===== src/alp_defs.vh =====
`ifndef ALP_DEFS_VH
`define ALP_DEFS_VH

// Clock and sequencing times
`define ALP_CLK_MHZ 200
`define ALP_DWELL_MS 125
`define ALP_DWELL_CYC (`ALP_DWELL_MS * 1000 * `ALP_CLK_MHZ)
`define ALP_DWELL_W 25

// Sequencer states, each held for one dwell time
`define ALP_ST_FLASH 3'h0
`define ALP_ST_PWM_RST 3'h1
`define ALP_ST_LVL_RST 3'h2
`define ALP_ST_MEASURE 3'h3
`define ALP_ST_LAST 3'h7

// Light level and PWM widths
`define ALP_LVL_W 8
`define ALP_PWM_W 8
`define ALP_OSC_MAX 8'hFF

// Two-wire slave
`define ALP_I2C_ADDR 7'h2A
`define ALP_I2C_BITS 4'h8
`define ALP_I2_IDLE 3'h0
`define ALP_I2_ADDR 3'h1
`define ALP_I2_ACK 3'h2
`define ALP_I2_TX 3'h3
`define ALP_I2_MACK 3'h4
`define ALP_I2_RX 3'h5

`endif


===== src/alp_led_pwm.v =====
`include "alp_defs.vh"
`timescale 1ns/1ps
`default_nettype none

module alp_led_pwm #(
  parameter PWM_W = `ALP_PWM_W,
  parameter DWELL_CYC = `ALP_DWELL_CYC,
  parameter [6:0] I2C_ADDR = `ALP_I2C_ADDR
) (
  // Clock and reset
  input wire clk,
  input wire nrst,
  // Sensor oscillator and hold button
  input wire osc_in,
  input wire hold_button_n,
  // LED bias and drive
  output reg led_sense_en_r,
  output reg led_pwm_r,
  output reg led_mirror_r,
  // Light level display
  output reg [7:0] display_r,
  // Two-wire bus
  input wire scl_in,
  input wire sda_in,
  output reg sda_out_r,
  output reg sda_oe_r,
  // Indicator driven over the bus
  output reg gpio_out_r
);

  // ==========================================================
  // Helpers
  // ==========================================================
  localparam [31:0] DWELL_FULL = DWELL_CYC - 1;
  localparam [`ALP_DWELL_W-1:0] DWELL_LAST = DWELL_FULL[`ALP_DWELL_W-1:0];

  // Sequencer states
  localparam [2:0] ST_FLASH = `ALP_ST_FLASH;
  localparam [2:0] ST_PWM_RST = `ALP_ST_PWM_RST;
  localparam [2:0] ST_LVL_RST = `ALP_ST_LVL_RST;
  localparam [2:0] ST_MEASURE = `ALP_ST_MEASURE;
  localparam [2:0] ST_LAST = `ALP_ST_LAST;
  // Two-wire slave states
  localparam [2:0] I2_IDLE = `ALP_I2_IDLE;
  localparam [2:0] I2_ADDR = `ALP_I2_ADDR;
  localparam [2:0] I2_ACK = `ALP_I2_ACK;
  localparam [2:0] I2_TX = `ALP_I2_TX;
  localparam [2:0] I2_MACK = `ALP_I2_MACK;
  localparam [2:0] I2_RX = `ALP_I2_RX;

  function sum_carry_out;
    input [PWM_W-1:0] phase;
    input [PWM_W-1:0] level;
    reg [PWM_W:0] sum;
    begin
      sum = {1'b0, phase} + {1'b0, level} + {{PWM_W{1'b0}}, 1'b1};
      sum_carry_out = sum[PWM_W];
    end
  endfunction

  // ==========================================================
  // Input synchronisers
  // ==========================================================
  reg osc_m_r, osc_s_r, osc_d_r;
  reg hold_m_r, hold_s_r;
  reg scl_m_r, scl_s_r, scl_d_r;
  reg sda_m_r, sda_s_r, sda_d_r;
  // Reset to idle levels so no false edge follows reset

  always @(posedge clk or negedge nrst) begin
    if (!nrst) begin
      osc_m_r <= 1'b0;
      osc_s_r <= 1'b0;
      osc_d_r <= 1'b0;
      hold_m_r <= 1'b1;
      hold_s_r <= 1'b1;
      scl_m_r <= 1'b1;
      scl_s_r <= 1'b1;
      scl_d_r <= 1'b1;
      sda_m_r <= 1'b1;
      sda_s_r <= 1'b1;
      sda_d_r <= 1'b1;
    end else begin
      osc_m_r <= osc_in;
      osc_s_r <= osc_m_r;
      osc_d_r <= osc_s_r;
      hold_m_r <= hold_button_n;
      hold_s_r <= hold_m_r;
      scl_m_r <= scl_in;
      scl_s_r <= scl_m_r;
      scl_d_r <= scl_s_r;
      sda_m_r <= sda_in;
      sda_s_r <= sda_m_r;
      sda_d_r <= sda_s_r;
    end
  end

  wire hold = ~hold_s_r;
  wire osc_rise = osc_s_r & ~osc_d_r;

  // ==========================================================
  // Sequencer: flash, phase reset, level reset, measure, dark
  // ==========================================================
  reg [2:0] state_r;
  reg [`ALP_DWELL_W-1:0] dwell_r;
  wire dwell_end = (dwell_r == DWELL_LAST);

  always @(posedge clk or negedge nrst) begin
    if (!nrst) begin
      state_r <= ST_FLASH;
      dwell_r <= {`ALP_DWELL_W{1'b0}};
    end else if (hold) begin
      // Hold pins the sequencer in the flash state
      state_r <= ST_FLASH;
      dwell_r <= {`ALP_DWELL_W{1'b0}};
    end else if (dwell_end) begin
      dwell_r <= {`ALP_DWELL_W{1'b0}};
      state_r <= (state_r == ST_LAST) ? ST_FLASH : state_r + 3'h1;
    end else begin
      dwell_r <= dwell_r + {{(`ALP_DWELL_W-1){1'b0}}, 1'b1};
    end
  end

  // ==========================================================
  // Light measurement
  // ==========================================================
  reg [7:0] oscillation_counter;
  reg [7:0] light_level_register;

  always @(posedge clk or negedge nrst) begin
    if (!nrst) begin
      oscillation_counter <= 8'h00;
      light_level_register <= 8'h00;
    end else begin
      if (state_r == ST_LVL_RST) begin
        oscillation_counter <= 8'h00;
      end else if (state_r == ST_MEASURE && osc_rise && !hold &&
                   oscillation_counter != `ALP_OSC_MAX) begin
        // Count stops at all ones rather than wrapping
        oscillation_counter <= oscillation_counter + 8'h01;
      end
      // Level is latched once per measurement, never while held
      if (state_r == ST_MEASURE && dwell_end && !hold) begin
        light_level_register <= oscillation_counter;
      end
    end
  end

  // ==========================================================
  // PWM
  // ==========================================================
  reg [PWM_W-1:0] pwm_phase_counter;
  wire [PWM_W-1:0] level = light_level_register[7 -: PWM_W];
  wire pwm_bit = sum_carry_out(pwm_phase_counter, level);
  wire lit = (state_r == ST_FLASH) & pwm_bit;

  always @(posedge clk or negedge nrst) begin
    if (!nrst) begin
      pwm_phase_counter <= {PWM_W{1'b0}};
      led_pwm_r <= 1'b0;
      led_mirror_r <= 1'b0;
      led_sense_en_r <= 1'b0;
      display_r <= 8'h00;
    end else begin
      // Phase keeps running in hold so the held level keeps its duty
      if (state_r == ST_PWM_RST) begin
        pwm_phase_counter <= {PWM_W{1'b0}};
      end else begin
        pwm_phase_counter <= pwm_phase_counter + {{(PWM_W-1){1'b0}}, 1'b1};
      end
      led_pwm_r <= lit;
      led_mirror_r <= lit;
      led_sense_en_r <= (state_r == ST_MEASURE) & !hold;
      display_r <= light_level_register;
    end
  end

  // ==========================================================
  // Two-wire slave
  // ==========================================================
  wire scl_rise = scl_s_r & ~scl_d_r;
  wire scl_fall = ~scl_s_r & scl_d_r;
  wire bus_start = scl_s_r & scl_d_r & sda_d_r & ~sda_s_r;
  wire bus_stop = scl_s_r & scl_d_r & ~sda_d_r & sda_s_r;

  reg [2:0] i2_st_r;
  reg [3:0] bit_cnt_r;
  reg [7:0] shift_r;
  reg [7:0] tx_r;
  reg rw_r;
  reg nack_r;

  always @(posedge clk or negedge nrst) begin
    if (!nrst) begin
      i2_st_r <= I2_IDLE;
      bit_cnt_r <= 4'h0;
      shift_r <= 8'h00;
      tx_r <= 8'h00;
      rw_r <= 1'b0;
      nack_r <= 1'b0;
      sda_oe_r <= 1'b0;
      sda_out_r <= 1'b0;
      gpio_out_r <= 1'b0;
    end else begin
      // Open drain: data value stays low, only the enable moves
      sda_out_r <= 1'b0;
      if (bus_stop) begin
        i2_st_r <= I2_IDLE;
        sda_oe_r <= 1'b0;
      end else if (bus_start) begin
        i2_st_r <= I2_ADDR;
        bit_cnt_r <= 4'h0;
        sda_oe_r <= 1'b0;
      end else begin
        // No clock stretching: answers settle within the low half of SCL
        case (i2_st_r)
          I2_ADDR, I2_RX: begin
            if (scl_rise) begin
              shift_r <= {shift_r[6:0], sda_s_r};
              bit_cnt_r <= bit_cnt_r + 4'h1;
            end else if (scl_fall && bit_cnt_r == `ALP_I2C_BITS) begin
              if (i2_st_r == I2_RX) begin
                gpio_out_r <= shift_r[0];
                sda_oe_r <= 1'b1;
                i2_st_r <= I2_ACK;
              end else if (shift_r[7:1] == I2C_ADDR) begin
                rw_r <= shift_r[0];
                sda_oe_r <= 1'b1;
                i2_st_r <= I2_ACK;
              end else begin
                i2_st_r <= I2_IDLE;
              end
            end
          end
          I2_ACK: begin
            if (scl_fall) begin
              bit_cnt_r <= rw_r ? 4'h1 : 4'h0;
              // Read: first data bit goes out on the fall that ends the ack
              if (rw_r) begin
                sda_oe_r <= ~light_level_register[7];
                tx_r <= {light_level_register[6:0], 1'b0};
                i2_st_r <= I2_TX;
              end else begin
                sda_oe_r <= 1'b0;
                i2_st_r <= I2_RX;
              end
            end
          end
          I2_TX: begin
            if (scl_fall) begin
              // After eight bits release SDA for the master's ack
              if (bit_cnt_r == `ALP_I2C_BITS) begin
                sda_oe_r <= 1'b0;
                i2_st_r <= I2_MACK;
              end else begin
                sda_oe_r <= ~tx_r[7];
                tx_r <= {tx_r[6:0], 1'b0};
                bit_cnt_r <= bit_cnt_r + 4'h1;
              end
            end
          end
          I2_MACK: begin
            if (scl_rise) begin
              nack_r <= sda_s_r;
            end else if (scl_fall) begin
              // Master ack: send the level again
              if (nack_r) begin
                i2_st_r <= I2_IDLE;
              end else begin
                sda_oe_r <= ~light_level_register[7];
                tx_r <= {light_level_register[6:0], 1'b0};
                bit_cnt_r <= 4'h1;
                i2_st_r <= I2_TX;
              end
            end
          end
          default: begin
            sda_oe_r <= 1'b0;
          end
        endcase
      end
    end
  end

endmodule // alp_led_pwm

`default_nettype wire


===== config.mk =====
export PLATFORM = sky130hd
export DESIGN_NAME = alp_led_pwm
export DESIGN_NICKNAME = d
export VERILOG_FILES = /design/src/alp_led_pwm.v
export VERILOG_INCLUDE_DIRS = /design/src
export SDC_FILE = /design/constraint.sdc
export NUM_CORES = 1
export LEC_CHECK = 0
export CORE_AREA = 8 8 148 150
export CTS_BUF_LIST = sky130_fd_sc_hd__clkbuf_8
export DETAILED_ROUTE_END_ITERATION = 16
export DIE_AREA = 0 0 156 158
export DONT_BUFFER_PORTS = 1
export GPL_TIMING_DRIVEN = 0
export HOLD_SLACK_MARGIN = 0.08
export PLACE_DENSITY = 0.43
export SKIP_CTS_REPAIR_TIMING = 1
export SLEW_MARGIN = 20
export SYNTH_ARGS = -nofsm -noshare
export SYNTH_HDL_FRONTEND = slang
export SYNTH_SLANG_ARGS = --single-unit

===== constraint.sdc =====
create_clock -name clk -period 2.1 [get_ports clk]
set_input_delay 0.315 -clock clk [delete_from_list [all_inputs] [get_ports clk]]
set_output_delay 0.315 -clock clk [all_outputs]
set_load 0.02 [all_outputs]

==> results of run 1 <==
-- routing by layer --
| layer | routed length, microns | vias up | part of all wire [%] |
|---|---|---|---|
| li1 | - | 1579 | - |
| met1 | 4656 | 1595 | 47 |
| met2 | 4692 | 43 | 48 |
| met3 | 379 | 11 | 3.8 |
| met4 | 129 | 0 | 1.3 |
| met5 | 0 | - | 0 |
-- worst paths after layout --
check,start,end,cells after the start
setup / recovery,state_r[0],oscillation_counter[6],7
hold / removal,nrst,i2_st_r[0],0
setup reg to reg,state_r[0],oscillation_counter[6],7
hold reg to reg,osc_m_r,osc_s_r,0
max in group asynchronous,nrst,hold_s_r,0
min in group clk,osc_m_r,osc_s_r,0
-- through the flow --
step / setup TNS, ps / hold WS, ps / setup slack (ps) / total power [mW] / util (%)
after floorplan: 0 / 19.41 / 200.4 / 2.724 / -
after global placement: -2671 / 24.64 / -95.63 / 2.867 / 26.05
after detailed placement: -4186 / 24.33 / -151.2 / 2.877 / 26.05
after CTS: -4765 / -404.5 / -163.1 / 4.184 / 27.06
after global routing: -317.9 / -415.7 / -106.9 / 4.383 / 27.62
final: 0 / -373.4 / 100.6 / 4.121 / 27.62
-- placed cells by master, fill, tap and decap left out, types with 12 or more instances in the layout --
cell	n
dfrtp_1	91
nand2_1	17
xor2_1	26
nor2_1	60
nand3_1	24
nand2b_1	12
a21oi_1	19
ha_1	18
mux2_2	20
-- cells by family after synthesis --
family	after synthesis	synth area share, %
flops	99	51.85
mux	29	6.573
fa+ha+maj	18	4.695
buf+inv	30	3.025
xor+xnor	35	6.390
other cells	1	0.07817
simple gates	176	19.74
compound gates	55	7.642
-- sequential cells by signal, indices dropped and copies added (netlist names), 3 cells and up --
register and count:
shift_r 8, oscillation_counter 8, i2_st_r 3, dwell_r 25
tx_r 7, bit_cnt_r 4, pwm_phase_counter 8, level 8
display_r 8, state_r 3
-- power breakdown --
part	switching (mW)	leakage [nW]	internal [mW]	total, mW
sequential	0.134	1.31	2.06	2.20
combinational	0.365	1.00	0.298	0.664
clock	0.650	0.106	0.610	1.26
total	1.15	2.42	2.97	4.12
-- final cells by class --
cell class	instances	area, sq um	share of cell area (%)
Tap cell	270	337.8	6.204
Sequential cell	99	2487	45.68
Buffer	18	105.1	1.930
Clock inverter	4	48.80	0.8961
Multi-Input combinational cell	314	2215	40.67
Clock buffer	11	151.4	2.780
Timing Repair Buffer	6	55.05	1.011
Inverter	12	45.04	0.8272
-- critical path, cell delays in order (launching register included) --
cell and delay (ps):
dfrtp_1 430, ha_1 200, ha_1 170, nand4b_1 210, a2111oi_2 510, nand4_1 160
xor2_1 150, nor2_1 50
-- cell usage after synthesis, drive strengths merged, types with 2 or more instances --
cell and instances:
a21oi 20, and4 5, a311o 2, nor4b 2, o21ai 7, nand4 9, nand3 24, o211ai 2
nor3 10, and2 2, and3 7, a21boi 2, nand4b 3, dfstp 8, xnor2 9, nand3b 4
inv 11, nand2 18, dfrtp 91, nor2 61, clkbuf 6, ha 18, nor2b 8, o22ai 2
o21a 3, buf 12, nor4 5, xor2 26, nor3b 2, mux2i 9, nand2b 12, mux2 20
a31oi 2
==> results.tsv, run 1 <==
metric	value	unit
status	finished, violations left	
violations	hold timing	
ys.flop_type	dfrtp_1	
initial_utilization	24.33	%
cts_made_buffers	9	
worstSkewPairLatency	370	ps
drtIter0Drc	170	
dp_hpwl	6.774	mm
period_share	95.21	%
rrSetupSlack	100	ps
portBuffers	0	
crit_arrival	2260	ps
nets	484	
drv_slew	0	
synthCells	443	
routed_via_density	4.398	
yosys.area.top_type	dfrtp_1	
finalHoldViolations	99	
max_freq	500.1	MHz
start_kind	flip-flop	
worst_slew_pin_slew	561.3	ps
die_h	158	microns
fill_cells	2038	
synth_edf_count	0	
grt_busiest_layer	met2	
cts_buffer_depth	2	
yosysSeqAreaShare	51.85	%
postLayoutCellArea	5445	sq um
drc	0	
grt_max_degree	100	
path_clk_slew	90	ps
cellLeakagePower	2.419	nW
synth_cell_types	62	
crit_required	2360	ps
setup_viol	0	
maxCapViolCount	0	
ys_warn_count	0	
antenna-diode-count	0	
fp-row-count	52	
powerDensity	756.7	nW/um^2
gr-usage-met3	2.703	%
grt_pass1_wl	17.31	mm
synthesis.area	4797	sq um
syn_to_final_growth	13.51	%
clock_skew	4.639	ps
met1_usage	10.89	%
wirelength	9.858	mm
core_area	19710	sq um
synthesis.nets	467	
min_period	1999	ps
overflow	0	
async_reset_ff_share	100.0	%
gp_congestion	0.7750	
root_buffer	clkbuf_8	
holdWs	-373.4	ps
rsz0062_at_grt	true	
ys_ff_latch	99	
antenna_found_initial	0	
ir_drop	0.2723	mV
crit_path_max_fanout	5	
placed_cells	713	
drive_above_1_share	15.73	%
wl_per_cell	13.43	microns
path_class	flip-flop to flip-flop	
cts_max_level	3	
grt_usage	8.738	%
end_kind	flip-flop	
hold_class	input pin to asynchronous set/reset pin	
dr.pass1.iters	4	
grt_pass1_vias	3372	
antenna_left	0	
ios	20	
tritoncts	yes	
placed_area	5135	sq um
dieArea	24650	sq um
use_met2	14.09	%
cts.sinks	99	
die_x	156	microns
synthTopCellsByArea	dfrtp_1 47%, nor2_1 4.8%, xor2_1 4.7%	
synth.top_cell.area_share	47.47	%
post_synth.cell_area_avg	10.83	sq um
via_count	3228	
maxSlewHeadroom	62.42	%
fin_cells	734	
No activity file was read; power rests on OpenSTA's default activity.
==> run 2, diff against run 1 <==
- CORE_AREA: 8 8 148 150 -> 8 8 103 105
- DIE_AREA: 0 0 156 158 -> 0 0 111 113
- PLACE_DENSITY: 0.43 -> 0.74
==> results.tsv, run 2 (synthesized netlist as in run 1, its figures left out) <==
metric	value	unit	change
crit_required	2350	ps	about the same
path_clk_slew	110	ps	+20 ps
grt_usage	14.06	%	+5.3 points
min_period	1977	ps	-22.11 ps
initial_utilization	53.44	%	+29 points
portBuffers	0		unchanged
wl_per_cell	15.36	microns	+14%
final_common_cell	dfrtp_1		
cellLeakagePower	2.414	nW	-0.19%
holdWs	-357.4	ps	+16.07 ps
dp_hpwl	5.993	mm	-12%
cts_buffer_depth	2		unchanged
p_total	4.030	mW	-2.2%
maxCapViolCount	0		unchanged
cts_max_level	3		unchanged
fp-row-count	35		-33%
root_buffer	clkbuf_8		
die_x	111	microns	-29%
dr.pass1.iters	4		unchanged
core_area	8977	sq um	-54%
cts_made_buffers	9		unchanged
seq_area	2487	sq um	unchanged
drtIter0Drc	148		-13%
final.setup.worst_slack	122.7	ps	+22.11 ps
largest_reg_flops	25		unchanged
ios	20		unchanged
maxSlewHeadroom	62.97	%	+0.55 points
grt_pass1_vias	3242		-3.9%
period_share	94.16	%	-1.1 points
wirelength	8.860	mm	-10%
syn_to_final_growth	9.598	%	
rsz0062_at_grt	true		
end_kind	flip-flop		
grt_max_degree	100		unchanged
cts.sinks	99		unchanged
crit_arrival	2230	ps	-30 ps
worstSkewPairLatency	360	ps	about the same
dieArea	12540	sq um	-49%
crit_path_max_fanout	5		unchanged
antenna_found_initial	0		unchanged
layout_common_cells	91 x dfrtp_1, 60 x nor2_1, 26 x xor2_1, 24 x nand3_1, 20 x mux2_2		
overflow	0		unchanged
placed_area	4936	sq um	-3.9%
fill_cells	737		-64%
gp_congestion	0.8877		+15%
grt_pass1_wl	14.86	mm	-14%
die_h	113	microns	-28%
start_kind	flip-flop		
tritoncts	yes		
via_count	3267		+1.2%
violations	hold timing		
ir_drop	0.3689	mV	+35%
postLayoutCellArea	5258	sq um	-3.4%
hold_class	input pin to asynchronous set/reset pin		
drv_slew	0		unchanged
drc	0		unchanged
antenna_left	0		unchanged
multiInputGateArea	2228	sq um	+0.62%
finalHoldViolations	99		unchanged
worst_slew_pin_slew	552.4	ps	-8.847 ps
status	finished, violations left		
nets	485		+0.21%
powerDensity	766.4	nW/um^2	+1.3%
clock_skew	14.41	ps	+9.774 ps
path_class	flip-flop to flip-flop		
drive_above_1_share	15.88	%	+0.15 points
setup_viol	0		unchanged
routed_via_density	5.662		+29%
pre_cts_ws	-105.4	ps	+45.75 ps
antenna-diode-count	0		unchanged
largest_register	dwell_r		
max_freq	505.7	MHz	+1.1%
==> run 2: critical path: stages, from the launching register on <==
cell       delay [ps]
dfrtp_1           440
ha_1              200
ha_1              170
nand4b_1          230
a2111oi_4         450
nand4_1           160
xor2_1            160
nor2_1             50
==> run 2: cell type report <==
class	count	share of cell area (%)
clock inverter	7	1.285
sequential	99	47.31
tap	111	2.642
timing repair buffer	7	1.190
clock buffer	9	2.356
multi-input combinational	314	42.38
inverter	12	0.8567
buffer	18	1.975
==> run 2: worst paths after layout <==
check	from	endpoint	slack, ps	depth (start not counted)
worst max-delay path	state_r[0]	oscillation_counter[6]	120	7
worst min-delay path	nrst	bit_cnt_r[3]	-360	0
worst max register to register	state_r[0]	oscillation_counter[6]	120	7
worst min register to register	sda_m_r	sda_s_r	360	0
max in group asynchronous	nrst	hold_s_r	2240	0
min in group clk	sda_m_r	sda_s_r	360	0
==> run 2: routing by layer <==
metal  up-vias  share of wire [%]  wire length (microns)  GRT usage [%]
met2        63                 48                   4255          23.09
li1       1593                  -                      -              -
met4         0                1.2                    103          5.045
met3        10                3.8                    333          3.757
met1      1601                 47                   4168          17.42
met5         -                  0                      0              0
==> run 2: per-stage QoR <==
step | std cells | utilization, % | TNS, ps
global route | 577 | 58.56 | -78.78
detailed placement | 554 | 54.98 | -2516
global placement | 554 | 54.98 | -2222
floorplan | 443 | - | 0
finish | 577 | 58.56 | 0
CTS | 570 | 57.12 | -3401
==> run 2: where the power goes <==
part	internal [mW]	leakage, nW	switching [mW]
registers	2.06	1.31	0.134
clock network	0.462	0.0993	0.712
logic	0.297	1.00	0.362
total	2.82	2.41	1.21
